File: config.mk
export PLATFORM = sky130hd
export DESIGN_NAME = hsl_top
export DESIGN_NICKNAME = d
export VERILOG_FILES = /design/src/verilog/hsl_pkg.sv /design/src/verilog/hsl_pin_sync.sv /design/src/verilog/hsl_top.sv
export VERILOG_INCLUDE_DIRS = /design/src /design/src/verilog
export SDC_FILE = /design/constraint.sdc
export NUM_CORES = 1
export LEC_CHECK = 0
export BUFFER_PORTS_ARGS = -buffer_cell sky130_fd_sc_hd__clkbuf_2
export CORE_MARGIN = 8
export CORE_UTILIZATION = 37
export DETAILED_ROUTE_END_ITERATION = 7
export PLACE_DENSITY = 0.89
export SLEW_MARGIN = 15
export SYNTH_ARGS = -nofsm -noshare
export SYNTH_HDL_FRONTEND = slang
export SYNTH_HIERARCHICAL = 1
export SYNTH_SLANG_ARGS = --single-unit
export TNS_END_PERCENT = 50
File: constraint.sdc
create_clock -name pclk -period 1.15 [get_ports pclk]
set_input_delay 0.0575 -clock pclk [delete_from_list [all_inputs] [get_ports pclk]]
set_output_delay 0.0575 -clock pclk [all_outputs]
set_load 0.01 [all_outputs]
File: src/verilog/hsl_consts.svh
`ifndef HSL_CONSTS_SVH
`define HSL_CONSTS_SVH

// apb register map, byte addresses
`define HSL_ADDR_W              12
`define HSL_CTRL_OFFSET         12'h000
`define HSL_STATUS_OFFSET       12'h004

// control register fields and reset value
`define HSL_CTRL_SPEED_LED_BIT  0
`define HSL_CTRL_SUSP_LED_BIT   1
`define HSL_CTRL_W              2
`define HSL_CTRL_RESET          2'h3

// status register fields
`define HSL_ST_VALID_BIT        0
`define HSL_ST_CODE_LSB         1
`define HSL_ST_MASK_LSB         3
`define HSL_ST_COMPOUND_BIT     7
`define HSL_ST_METHOD_LSB       8
`define HSL_ST_ALLOW_BIT        10
`define HSL_ST_SPEED_BIT        11
`define HSL_ST_SUSP_BIT         12

// downstream ports present (bit n-1 = port n)
`define HSL_PORT_EXISTS         4'hF

// fixed-port masks per strap code
`define HSL_MASK_CODE0          4'h0
`define HSL_MASK_CODE1          4'h1
`define HSL_MASK_CODE2          4'h3
`define HSL_MASK_CODE3          4'h7

// least reset pulse from the system, and its length in pclk cycles
`define HSL_PCLK_HZ             10000000
`define HSL_RESET_MIN_NS        1000
`define HSL_RESET_MIN_CYC       ((`HSL_RESET_MIN_NS * (`HSL_PCLK_HZ / 1000000) + 999) / 1000)

`endif

File: src/verilog/hsl_pkg.sv
`default_nettype none

package hsl_pkg;

    // one bit per strap pin, as caught at reset release
    typedef struct packed {
        logic select_b;
        logic select_a;
        logic fixed_hi;
        logic fixed_lo;
    } hsl_straps_s;

    typedef enum logic {
        HSL_WAIT_CAPTURE,
        HSL_RUN
    } hsl_state_e;

endpackage

`default_nettype wire

File: src/verilog/hsl_pin_sync.sv
`timescale 1ns/1ns
`default_nettype none

// two-flop synchroniser, no reset so it follows the pin while reset is low
module hsl_pin_sync (
    // clock
    input  wire logic pclk,
    // pin side
    input  wire logic pin_in,
    // core side
    output var  logic pin_sync
);

    logic meta_q;
    logic sync_q;

    always_ff @(posedge pclk) begin
        meta_q <= pin_in;
        sync_q <= meta_q;
    end

    assign pin_sync = sync_q;

endmodule // hsl_pin_sync

`default_nettype wire

File: src/verilog/hsl_top.sv
`timescale 1ns/1ns
`default_nettype none
`include "hsl_consts.svh"

// Overview of operation
// - sample both fixed-port straps together at release
// - decode code into fixed downstream port mask
// - any fixed port means compound device
// - latch select A at reset release
// - latch select B, combine into method
// - speed indicator on for high speed only
// - LED polarity follows sampled strap value
module hsl_top (
    // clock and reset
    input  wire logic                     pclk,
    input  wire logic                     presetn,
    // apb slave
    input  wire logic [`HSL_ADDR_W-1:0]   paddr,
    input  wire logic                     psel,
    input  wire logic                     penable,
    input  wire logic                     pwrite,
    input  wire logic [31:0]              pwdata,
    input  wire logic [3:0]               pstrb,
    output var  logic [31:0]              prdata,
    output var  logic                     pready,
    output var  logic                     pslverr,
    // strap pins
    input  wire logic                     fixed_port_strap_hi_in,
    input  wire logic                     fixed_port_strap_lo_in,
    input  wire logic                     config_method_select_a_in,
    input  wire logic                     config_method_select_b_in,
    // shared indicator pin drivers
    output var  logic                     suspend_indicator_out,
    output var  logic                     suspend_indicator_oe,
    output var  logic                     upstream_speed_indicator_out,
    output var  logic                     upstream_speed_indicator_oe,
    // hub core status, same clock
    input  wire logic                     strap_allow,
    input  wire logic                     hub_connected,
    input  wire logic                     hub_high_speed,
    input  wire logic                     hub_active,
    // decoded configuration
    output var  hsl_pkg::hsl_straps_s     captured_straps,
    output var  logic [1:0]               fixed_port_code,
    output var  logic [3:0]               fixed_port_mask,
    output var  logic                     compound_device,
    output var  logic [1:0]               config_method,
    output var  logic                     straps_valid
);

    function automatic logic [3:0] fixed_mask(input logic [1:0] code);
        logic [3:0] m;
        m = `HSL_MASK_CODE0;
        case (code)
            2'h1:    m = `HSL_MASK_CODE1;
            2'h2:    m = `HSL_MASK_CODE2;
            2'h3:    m = `HSL_MASK_CODE3;
            default: m = `HSL_MASK_CODE0;
        endcase
        return m & `HSL_PORT_EXISTS;
    endfunction

    // pin synchronisers
    logic [3:0]             pin_raw;
    logic [3:0]             pin_sync;
    hsl_pkg::hsl_straps_s   straps_now;

    assign pin_raw = {config_method_select_b_in, config_method_select_a_in,
                      fixed_port_strap_hi_in, fixed_port_strap_lo_in};

    genvar gi;
    generate
        for (gi = 0; gi < 4; gi++) begin : g_sync
            hsl_pin_sync u_sync (
                .pclk     (pclk),
                .pin_in   (pin_raw[gi]),
                .pin_sync (pin_sync[gi])
            );
        end
    endgenerate

    assign straps_now = hsl_pkg::hsl_straps_s'(pin_sync);

    // capture at release
    hsl_pkg::hsl_state_e    state_q;
    hsl_pkg::hsl_state_e    state_d;
    hsl_pkg::hsl_straps_s   straps_q;
    hsl_pkg::hsl_straps_s   straps_d;
    logic                   allow_q;
    logic                   allow_d;
    logic                   capture;

    always_comb begin
        state_d = state_q;
        case (state_q)
            hsl_pkg::HSL_WAIT_CAPTURE: state_d = hsl_pkg::HSL_RUN;
            hsl_pkg::HSL_RUN:          state_d = hsl_pkg::HSL_RUN;
            default:                   state_d = hsl_pkg::HSL_WAIT_CAPTURE;
        endcase
    end

    assign capture  = (state_q == hsl_pkg::HSL_WAIT_CAPTURE);
    assign straps_d = capture ? straps_now : straps_q;
    assign allow_d  = capture ? strap_allow : allow_q;

    always_ff @(posedge pclk or negedge presetn) begin
        if (!presetn) begin
            state_q  <= hsl_pkg::HSL_WAIT_CAPTURE;
            straps_q <= '0;
            allow_q  <= 1'b0;
        end else begin
            state_q  <= state_d;
            straps_q <= straps_d;
            allow_q  <= allow_d;
        end
    end

    // decode
    logic [1:0] code_w;
    logic [3:0] mask_w;
    logic       compound_w;

    assign code_w     = allow_q ? {straps_q.fixed_hi, straps_q.fixed_lo} : 2'h0;
    assign mask_w     = fixed_mask(code_w);
    assign compound_w = |mask_w;

    assign captured_straps = straps_q;
    assign fixed_port_code = code_w;
    assign fixed_port_mask = mask_w;
    assign compound_device = compound_w;
    assign config_method   = {straps_q.select_b, straps_q.select_a};
    assign straps_valid    = (state_q == hsl_pkg::HSL_RUN);

    // control register
    logic [`HSL_CTRL_W-1:0] ctrl_q;
    logic [`HSL_CTRL_W-1:0] ctrl_d;
    logic                   hit_ctrl;
    logic                   hit_status;
    logic                   hit_any;
    logic                   wr_ctrl;

    assign hit_ctrl   = (paddr == `HSL_CTRL_OFFSET);
    assign hit_status = (paddr == `HSL_STATUS_OFFSET);
    assign hit_any    = hit_ctrl | hit_status;
    assign wr_ctrl    = psel & penable & pwrite & hit_ctrl & pstrb[0];
    assign ctrl_d     = wr_ctrl ? pwdata[`HSL_CTRL_W-1:0] : ctrl_q;

    always_ff @(posedge pclk or negedge presetn) begin
        if (!presetn) begin
            ctrl_q <= `HSL_CTRL_RESET;
        end else begin
            ctrl_q <= ctrl_d;
        end
    end

    // indicator pins, driven only after the straps are caught
    logic speed_on;
    logic susp_on;
    logic speed_pin_d;
    logic susp_pin_d;
    logic speed_oe_d;
    logic susp_oe_d;
    logic speed_pin_q;
    logic susp_pin_q;
    logic speed_oe_q;
    logic susp_oe_q;

    assign speed_on    = hub_connected & hub_high_speed;
    assign susp_on     = hub_active;
    assign speed_pin_d = speed_on ^ straps_q.select_b;
    assign susp_pin_d  = susp_on ^ straps_q.fixed_lo;
    assign speed_oe_d  = straps_valid & ctrl_q[`HSL_CTRL_SPEED_LED_BIT];
    assign susp_oe_d   = straps_valid & ctrl_q[`HSL_CTRL_SUSP_LED_BIT];

    always_ff @(posedge pclk or negedge presetn) begin
        if (!presetn) begin
            speed_pin_q <= 1'b0;
            susp_pin_q  <= 1'b0;
            speed_oe_q  <= 1'b0;
            susp_oe_q   <= 1'b0;
        end else begin
            speed_pin_q <= speed_pin_d;
            susp_pin_q  <= susp_pin_d;
            speed_oe_q  <= speed_oe_d;
            susp_oe_q   <= susp_oe_d;
        end
    end

    assign upstream_speed_indicator_out = speed_pin_q;
    assign upstream_speed_indicator_oe  = speed_oe_q;
    assign suspend_indicator_out        = susp_pin_q;
    assign suspend_indicator_oe         = susp_oe_q;

    // status word and read path
    logic [31:0] status_w;
    logic [31:0] rdata_d;
    logic [31:0] rdata_q;
    logic        setup;

    always_comb begin
        status_w = 32'h0000_0000;
        status_w[`HSL_ST_VALID_BIT]                   = straps_valid;
        status_w[`HSL_ST_CODE_LSB +: 2]               = code_w;
        status_w[`HSL_ST_MASK_LSB +: 4]               = mask_w;
        status_w[`HSL_ST_COMPOUND_BIT]                = compound_w;
        status_w[`HSL_ST_METHOD_LSB +: 2]             = config_method;
        status_w[`HSL_ST_ALLOW_BIT]                   = allow_q;
        status_w[`HSL_ST_SPEED_BIT]                   = speed_on;
        status_w[`HSL_ST_SUSP_BIT]                    = susp_on;
    end

    assign setup   = psel & ~penable;
    assign rdata_d = ~setup        ? rdata_q :
                     hit_ctrl      ? {{(32-`HSL_CTRL_W){1'b0}}, ctrl_q} :
                     hit_status    ? status_w :
                                     32'h0000_0000;

    always_ff @(posedge pclk or negedge presetn) begin
        if (!presetn) begin
            rdata_q <= 32'h0000_0000;
        end else begin
            rdata_q <= rdata_d;
        end
    end

    assign prdata  = rdata_q;
    assign pready  = 1'b1;
    assign pslverr = psel & penable & ~hit_any;

endmodule // hsl_top

`default_nettype wire

Yosys cells after proc, flatten, opt, wreduce, memory -nomap -nowiden. Cells that the tools add are included. W data, S select, Z words.

Bits of input ports: 61. Register bits: 52. Output and inout port bits: 52.

Mux-type cells: 4. Bitwise gates (word level): 14. Reduce and logical (&&, ||, !) cells: 2. Eq/ne operators: 4.

Operators with widths (count): $mux W13 (2); $eq A12 B3 Y1 const B (1); $logic_not A12 Y1 (1); $and A1 B1 Y1 (9); $pmux W3 S3 (1); $eq A2 B2 Y1 const B (2); $reduce_or A4 Y1 (1); $eq A2 B1 Y1 const B (1); $mux W2 (1); $not A1 Y1 (2); $xor A1 B1 Y1 (2); $or A1 B1 Y1 (1).

Longest topological paths before layout. Gate-level depths: netlist of the first run.

Depth after elaboration: 6. Mapped depth: 5. Gate-level depth less buffers: 4.

By module. Netlist of the first run, hierarchy kept.

Modules (own cells, without submodules): hsl_top (cells an instance 97, sequential area each 578.1 sq um, instances 1, area an instance 1147.4 sq um); hsl_pin_sync (cells an instance 2, sequential area each 40.0 sq um, instances 4, area an instance 40.0 sq um).

Least setup slack after synthesis of the first run. OpenSTA, ideal clock, no wires.

Path type: in2reg. Start: input paddr[8]. End: register ctrl_q[0]. Data arrival time: 1.031 ns. Path slack: 0.034 ns. Required time: 1.065 ns. Stages on the path: 4. Cell sequence: nor4_2 -> nand3_2 -> nor3_2 -> mux2_1.

Cells in the longest elaborated chain, start to end: 3.

RTL lines: start: declaration (RTL line hsl_top.sv:18) `` input wire logic [`HSL_ADDR_W-1:0] paddr, ``; $logic_not A12 Y1 (no source line); $and A1 B1 Y1 (2 in series) (RTL line hsl_top.sv:145) `assign wr_ctrl = psel & penable & pwrite & hit_ctrl & pstrb[0];`; end signal: assignment (RTL line hsl_top.sv:150) `` ctrl_q <= `HSL_CTRL_RESET; ``; end signal: assignment (RTL line hsl_top.sv:152) `ctrl_q <= ctrl_d;`; end: declaration (RTL line hsl_top.sv:135) `` logic [`HSL_CTRL_W-1:0] ctrl_q; ``.

No other way between the ends. A chain may end at the register's enable or synchronous reset.

Final worst setup path of the first run.
Start: register straps_q (netlist bit captured_straps[0]). End: output compound_device.

Cells in the longest elaborated chain, start to end: 4. Elaborated cells between the ends (all ways): 6. Those cells by class: eq/ne: 3; mux: 2; reduce/logical: 1.

RTL lines: start: declaration (RTL line hsl_top.sv:87) `hsl_pkg::hsl_straps_s straps_q;`; start signal: assignment (RTL line hsl_top.sv:113) `straps_q <= straps_d;`; $mux W2 (*) (RTL line hsl_top.sv:123) `assign code_w = allow_q ? {straps_q.fixed_hi, straps_q.fixed_lo} : 2'h0;`; $eq A2 B2 Y1 or $eq A2 B1 Y1 (tied branches) (RTL line hsl_top.sv:54) `case (code)`; $pmux W3 S3 (*) (RTL line hsl_top.sv:54); $reduce_or A4 Y1 (*) (RTL line hsl_top.sv:125) `assign compound_w = |mask_w;`; end: declaration (RTL line hsl_top.sv:46) `output var logic compound_device,`.

Mark *: on every way between the ends. The rest lies on a longest branch, timed or not.

==> results of run 1 <==
-- placed cells by master (no fill, tap or decap), types with 2 or more instances in the layout --
cell type       n
nand2_1         3
nor4_4          2
mux2_1          2
clkbuf_4        5
dfstp_2         2
mux2i_1         2
dfrtp_2         4
mux2_2          5
o31ai_1         2
a22o_1          8
clkbuf_2       57
dlygate4sd3_1  11
buf_4           7
and2_1          5
dfrtp_1        17
dfxtp_1         8
conb_1         23
-- per-layer routing --
| metal | track usage (%) | vias to the layer above |
|---|---|---|
| li1 | - | 463 |
| met1 | 10.1 | 451 |
| met2 | 19.8 | 43 |
| met3 | 5.53 | 7 |
| met4 | 3.84 | 0 |
| met5 | 0 | - |
-- cell type report --
cell class	count	area [µm²]	area share, %
clock inverter	1	5.00	0.280
clock buffer	7	76.3	4.27
inverter	1	3.75	0.210
multi-input combinational	65	454	25.4
sequential	31	743	41.6
timing repair buffer	75	448	25.1
tap	46	57.6	3.22
-- synth_stat cells --
cell type / number / area (µm²)
buf_4: 26 / 195
dfrtp_1: 21 / 526
a22o_1: 8 / 70.1
dfxtp_1: 8 / 160
and2_1: 5 / 31.3
mux2_2: 5 / 56.3
nand2_1: 3 / 11.3
clkbuf_1: 2 / 7.51
conb_1: 2 / 7.51
dfstp_2: 2 / 52.6
mux2_1: 2 / 22.5
mux2i_1: 2 / 20.0
nor4_2: 2 / 25.0
o31ai_1: 2 / 15.0
a32o_1: 1 / 10.0
and3_1: 1 / 6.26
and3_2: 1 / 7.51
and4_1: 1 / 8.76
buf_2: 1 / 5.00
inv_1: 1 / 3.75
nand2b_1: 1 / 6.26
nand3_2: 1 / 10.0
nand4_1: 1 / 6.26
nor2_1: 1 / 3.75
nor3_1: 1 / 5.00
nor3_2: 1 / 10.0
o21a_1: 1 / 7.51
xnor2_1: 1 / 8.76
xor2_1: 1 / 8.76
-- where the power goes --
part           total (mW)  internal (mW)  leakage (nW)  switching (mW)
combinational       0.325          0.151         0.531           0.174
clock               0.790          0.426        0.0464           0.364
sequential           1.17           1.13         0.359          0.0346
total                2.28           1.71         0.937           0.573
-- critical path: cells and delay by family (launching register included) --
kind	cells	cell delay, ps
buf+inv	1	130
compound gates	1	220
flops	1	440
-- worst min-delay path by stage --
stage,slack (ps),endpoint,startpoint
floorplan,-240,allow_q,presetn
global placement,70,upstream_speed_indicator_out,presetn
detailed placement,80,upstream_speed_indicator_out,presetn
CTS,130,prdata[0],paddr[4]
global route,170,prdata[0],paddr[7]
finish,150,prdata[0],paddr[9]
-- timing repair --
item	CTS	global route
cloned	0	0
endpoints found under the setup margin	6	9
hold buffers	11	0
gates resized for setup	2	4
endpoints found under the hold margin	32	0
pin swaps	0	1
setup buffers	3	0
-- logic make-up after synthesis --
family | after synthesis | share of synthesized area [%]
flops | 31 | 56.5
buf+inv | 30 | 16.2
simple gates | 19 | 10.0
compound gates | 12 | 7.85
mux | 9 | 7.56
xor+xnor | 2 | 1.34
other cells | 2 | 0.574
-- registers in the layout, indices dropped and copies added (netlist names) --
signal                        cells
g_sync.u_sync/meta_q              4
upstream_speed_indicator_out      1
upstream_speed_indicator_oe       1
ctrl_q                            2
captured_straps                   4
allow_q                           1
suspend_indicator_oe              1
straps_valid                      1
prdata                           11
g_sync.u_sync/pin_sync            4
suspend_indicator_out             1
==> reports/metrics.csv, run 1 <==
stage,metric,value,unit
placed_design,Placed Cells,204,
routing,met2 wire length,1.77,mm
floorplanning,Die Area,0.00569,mm²
floorplanning,Die Width,75.4,µm
global_routing,grt ovf,0,
setup_path,reg2reg end,prdata[1],
floorplanning,initial core utilization,38.9,%
sta,slew margin rel.,62.4,%
setup_path,crit-path max FO,5,
cts,CTS Buf Count,5,
cts,Clock Latency Late Sink,330,ps
synthesis,Mapped Cells,105,
power_and_ir_drop,Worst VDD drop,0.000908,V
setup_path,R2R cell count,3,
setup_path,R2R Setup Slk,170,ps
floorplanning,core area,0.00336,mm²
global_routing,largest net degree at the start of global routing,24,
routing,Total Routed Length,3.23,mm
placed_design,Placed Area,0.00155,mm²
cts,CTS tree,yes,
routing,First-pass DRT Iterations,2,
final_layout,cell area after layout,0.00179,mm²
final_layout,Layout area overhead,36.7,%
final_layout,post-route core utilization,53.2,%
sta,PnR worst setup slack,-32.4,ps
routing,M1 WL,1.05,mm
global_routing,vias in the first global route,1021,
routing,Wirelength per Cell,14.3,µm
power_and_ir_drop,Pwr Total,2.28,mW
routing,post-route ant nets,0,
setup_path,crit path launch type,flop,
global_routing,Global Route Usage Sum,10.9,%
floorplanning,row cnt,21,
power_and_ir_drop,static leakage,0.937,nW
routing,highest routed layer,met4,
sta,worst hold margin,150,ps
worst_hold_path,Hold Path Class,input pin to flop,
flow_run,MaxCap Viol Count,0,
final_layout,fillers,337,
cts,worst-case clock buffer depth,2,
final_layout,layout cells sized above 1,48.9,%
cts,Max H-tree Level,2,
setup_path,Worst EP required,1090,ps
setup_path,CP Launch Point,captured_straps[0],
sta,setup TNS,-79.9,ps
routing,DRC,0,
setup_path,CP Cell Sequence,o21a_1 -> clkbuf_2,
sta,Layout Skew,8.95,ps
sta,period utilization,103,%
setup_path,CP Capture Type,primary output,
setup_path,crit path capture,compound_device,
sta,final hold viol count,0,
synthesis,Synth Cell Area,0.00131,mm²
routing,drt via density,4.27,
synthesis,yosys warns,6,
setup_path,"Data arrival, critical path",1120,ps
placed_design,dpl ws,-227,ps
outcome,status,finished with violations,
setup_path,max incr delay on CP,440,ps
synthesis,post-synthesis average cell area,12.5,µm²
outcome,failing checks,negative setup slack,
final_layout,"Cell Count, Final, Fillers Out",226,
cts,Root Driver,clkbuf_4,
sta,unrepaired setup endpoints after global routing,yes,
final_layout,Nets,240,
setup_path,reg2reg start,captured_straps[0],
placed_design,GPL Wtd Cong,0.738,
setup_path,slowest CP cell,dfrtp_2,
worst_hold_path,Hold Path Stages,5,
sta,"Setup violations, final",3,
cts,CTS sink cnt,31,
floorplanning,IO Count,113,
synthesis,register bit total from synthesis,31,
routing,Iteration-0 DRC Markers,46,
sta,Worst-Margin Slew,564,ps
routing,metal3 WL,341,µm
placed_design,port bufs,57,
power_and_ir_drop,power per cell area,1280,mW/mm²
sta,"Slew Viols, Final",0,
global_routing,first-pass GRT wire length,4.52,mm
sta,Fmax,846,MHz
synthesis,register area share after synthesis,56.5,%
routing,Vias,964,
synthesis,synth unique cells,29,
cts,clk slew on worst S/H paths,90,ps
placed_design,final HPWL from detailed placement,2.44,mm
final_layout,# diodes,0,
floorplanning,overall die height,75.4,µm
global_routing,initial antenna violation count,0,
setup_path,critical setup path kind,flop to primary output,
sta,Tmin final,1180,ps
(Power assumes the default switching activity.)
==> run 2: changes to the inputs <==
Settings changed: ABC_CLOCK_PERIOD_IN_PS from default to 1150, CORE_UTILIZATION 37 to 39, CTS_BUF_LIST from default to sky130_fd_sc_hd__clkbuf_4 sky130_fd_sc_hd__clkbuf_8, PLACE_DENSITY 0.89 to 0.93.
==> run 2 against run 1 <==
  * The flow still finishes with violations (negative setup slack)
  * Final cell count increased by 0.44%
  * Core utilization increased by 2.1 points
  * Design area increased by 1.5%
  * Die area shrank 4.1%
  * Power rose by 4.3%
  * Wire length decreased by 4.2%
  * Sequential power barely moved
  * Worst setup slack got worse by 1.5 ps
  * Combinational power rose by 5%
  * Maximum frequency down 0.13%
  * Clock skew down 1.7 ps
  * Via count down 1.5%
  * Critical path type unchanged
  * Largest cell class unchanged
  * Largest power group unchanged
==> reports/metrics.csv, run 2 (same netlist as run 1, synthesis figures left out) <==
stage,metric,value,unit
cts,Max H-tree Level,2,
cts,worst-case clock buffer depth,2,
cts,clk slew on worst S/H paths,100,ps
sta,"Slew Viols, Final",0,
sta,unrepaired setup endpoints after global routing,yes,
setup_path,crit path launch type,flop,
setup_path,"Data arrival, critical path",1130,ps
setup_path,CP Capture Type,primary output,
routing,Total Routed Length,3.10,mm
setup_path,R2R cell count,3,
final_layout,Layout area overhead,38.8,%
power_and_ir_drop,power per cell area,1310,mW/mm²
global_routing,grt ovf,0,
routing,Vias,950,
setup_path,reg2reg end,prdata[7],
floorplanning,IO Count,113,
sta,Worst-Margin Slew,568,ps
global_routing,largest net degree at the start of global routing,24,
sta,"Setup violations, final",3,
global_routing,vias in the first global route,987,
sta,Tmin final,1180,ps
routing,post-route ant nets,0,
sta,slew margin rel.,62.1,%
setup_path,crit-path max FO,6,
routing,Iteration-0 DRC Markers,27,
floorplanning,core area,0.00328,mm²
sta,Fmax,845,MHz
sta,period utilization,103,%
worst_hold_path,Hold Path Stages,5,
final_layout,"most common cell after layout, fill and taps aside",clkbuf_2,
flow_run,MaxCap Viol Count,0,
final_layout,layout cells sized above 1,50.3,%
worst_hold_path,worst hold start,paddr[6],
routing,Wirelength per Cell,13.6,µm
sta,final hold viol count,0,
cts,CTS tree,yes,
sta,Layout Skew,7.29,ps
floorplanning,row cnt,21,
placed_design,GPL Wtd Cong,0.767,
global_routing,initial antenna violation count,0,
placed_design,port bufs,57,
setup_path,CP Launch Point,captured_straps[1],
setup_path,CP Cell Sequence,o21a_1 -> clkbuf_2,
setup_path,R2R Setup Slk,40,ps
floorplanning,Die Width,73.9,µm
placed_design,dpl ws,-148,ps
final_layout,# diodes,0,
floorplanning,initial core utilization,39.8,%
final_layout,post-route core utilization,55.2,%
setup_path,reg2reg start,captured_straps[1],
routing,First-pass DRT Iterations,4,
final_layout,Nets,241,
cts,CTS Buf Count,5,
setup_path,max incr delay on CP,450,ps
placed_design,final HPWL from detailed placement,2.45,mm
routing,drt via density,4.19,
power_and_ir_drop,Worst VDD drop,0.000923,V
worst_hold_path,Hold Path Class,input pin to flop,
final_layout,max FFs per register,11,
outcome,failing checks,negative setup slack,
global_routing,Global Route Usage Sum,11.3,%
power_and_ir_drop,static leakage,0.946,nW
global_routing,first-pass GRT wire length,4.64,mm
floorplanning,overall die height,73.9,µm
worst_hold_path,Hold Path End,prdata[0],
floorplanning,Die Area,0.00546,mm²
sta,worst hold margin,165,ps
setup_path,slowest CP cell,dfrtp_2,
outcome,status,finished with violations,
final_layout,most frequent cells in the layout,"clkbuf_2, conb_1, dfrtp_1, dlygate4sd3_1",
cts,CTS sink cnt,31,
cts,Root Driver,clkbuf_4,
cts,Clock Latency Late Sink,320,ps
setup_path,critical setup path kind,flop to primary output,
sta,PnR worst setup slack,-33.9,ps
setup_path,Worst EP required,1090,ps
routing,DRC,0,
[run 2: timing repair]
action,in CTS,in global routing
resized for setup,2,9
pin swaps,0,2
hold endpoints to repair,32,0
hold buffers,11,0
setup endpoints to repair,6,8
setup buffers,3,1
[run 2: metrics by stage]
| step | std cells | instance area, µm² | power [mW] | TNS [ps] |
|---|---|---|---|---|
| 4_1_cts | 226 | 1780 | 2.38 | -154 |
| 5_1_grt | 227 | 1810 | 2.51 | -367 |
| 3_5_place_dp | 204 | 1550 | 1.46 | -308 |
| 6_report | 227 | 1810 | 2.38 | -67.0 |
| 3_3_place_gp | 204 | 1550 | 1.45 | -163 |
| 2_1_floorplan | 126 | 1390 | 1.38 | 0 |
[run 2: worst max-delay path by stage]
stage | endpoint | slack (ps) | cells past startpoint
after global placement | ctrl_q[1] | -80 | 5
after global routing | compound_device | -100 | 2
after CTS | compound_device | -50 | 2
after floorplan | ctrl_q[0] | 30 | 4
after detailed placement | ctrl_q[1] | -150 | 5
final | compound_device | -30 | 2
[run 2: cell type report]
cell class / instances / area, µm²
fillers: 295 / 1470
well taps: 46 / 57.6
flip-flops and latches: 31 / 743
clock buffers: 6 / 51.3
repair buffers: 76 / 462
clock inverters: 2 / 35.0
inverters: 1 / 3.75
multi-input cells: 65 / 462
[run 2: critical path: cells and delay by family (launching register included)]
kind | cells | cell delay, ps
flip-flops | 1 | 450
AO/OA/AOI/OAI | 1 | 210
buffers and inverters | 1 | 140
[run 2: metal layers]
layer	track usage [%]	wire (µm)	vias up
met4	3.55	27	0
met3	5.87	287	2
met1	10.3	991	452
met5	0	0	-
met2	20.8	1790	33
li1	-	-	463
[run 2: where the power goes]
| part | total [mW] | switching [mW] | leakage (nW) | internal, mW |
|---|---|---|---|---|
| clock | 0.873 | 0.359 | 0.0482 | 0.514 |
| sequential | 1.17 | 0.0342 | 0.359 | 1.13 |
| combinational | 0.340 | 0.175 | 0.539 | 0.165 |
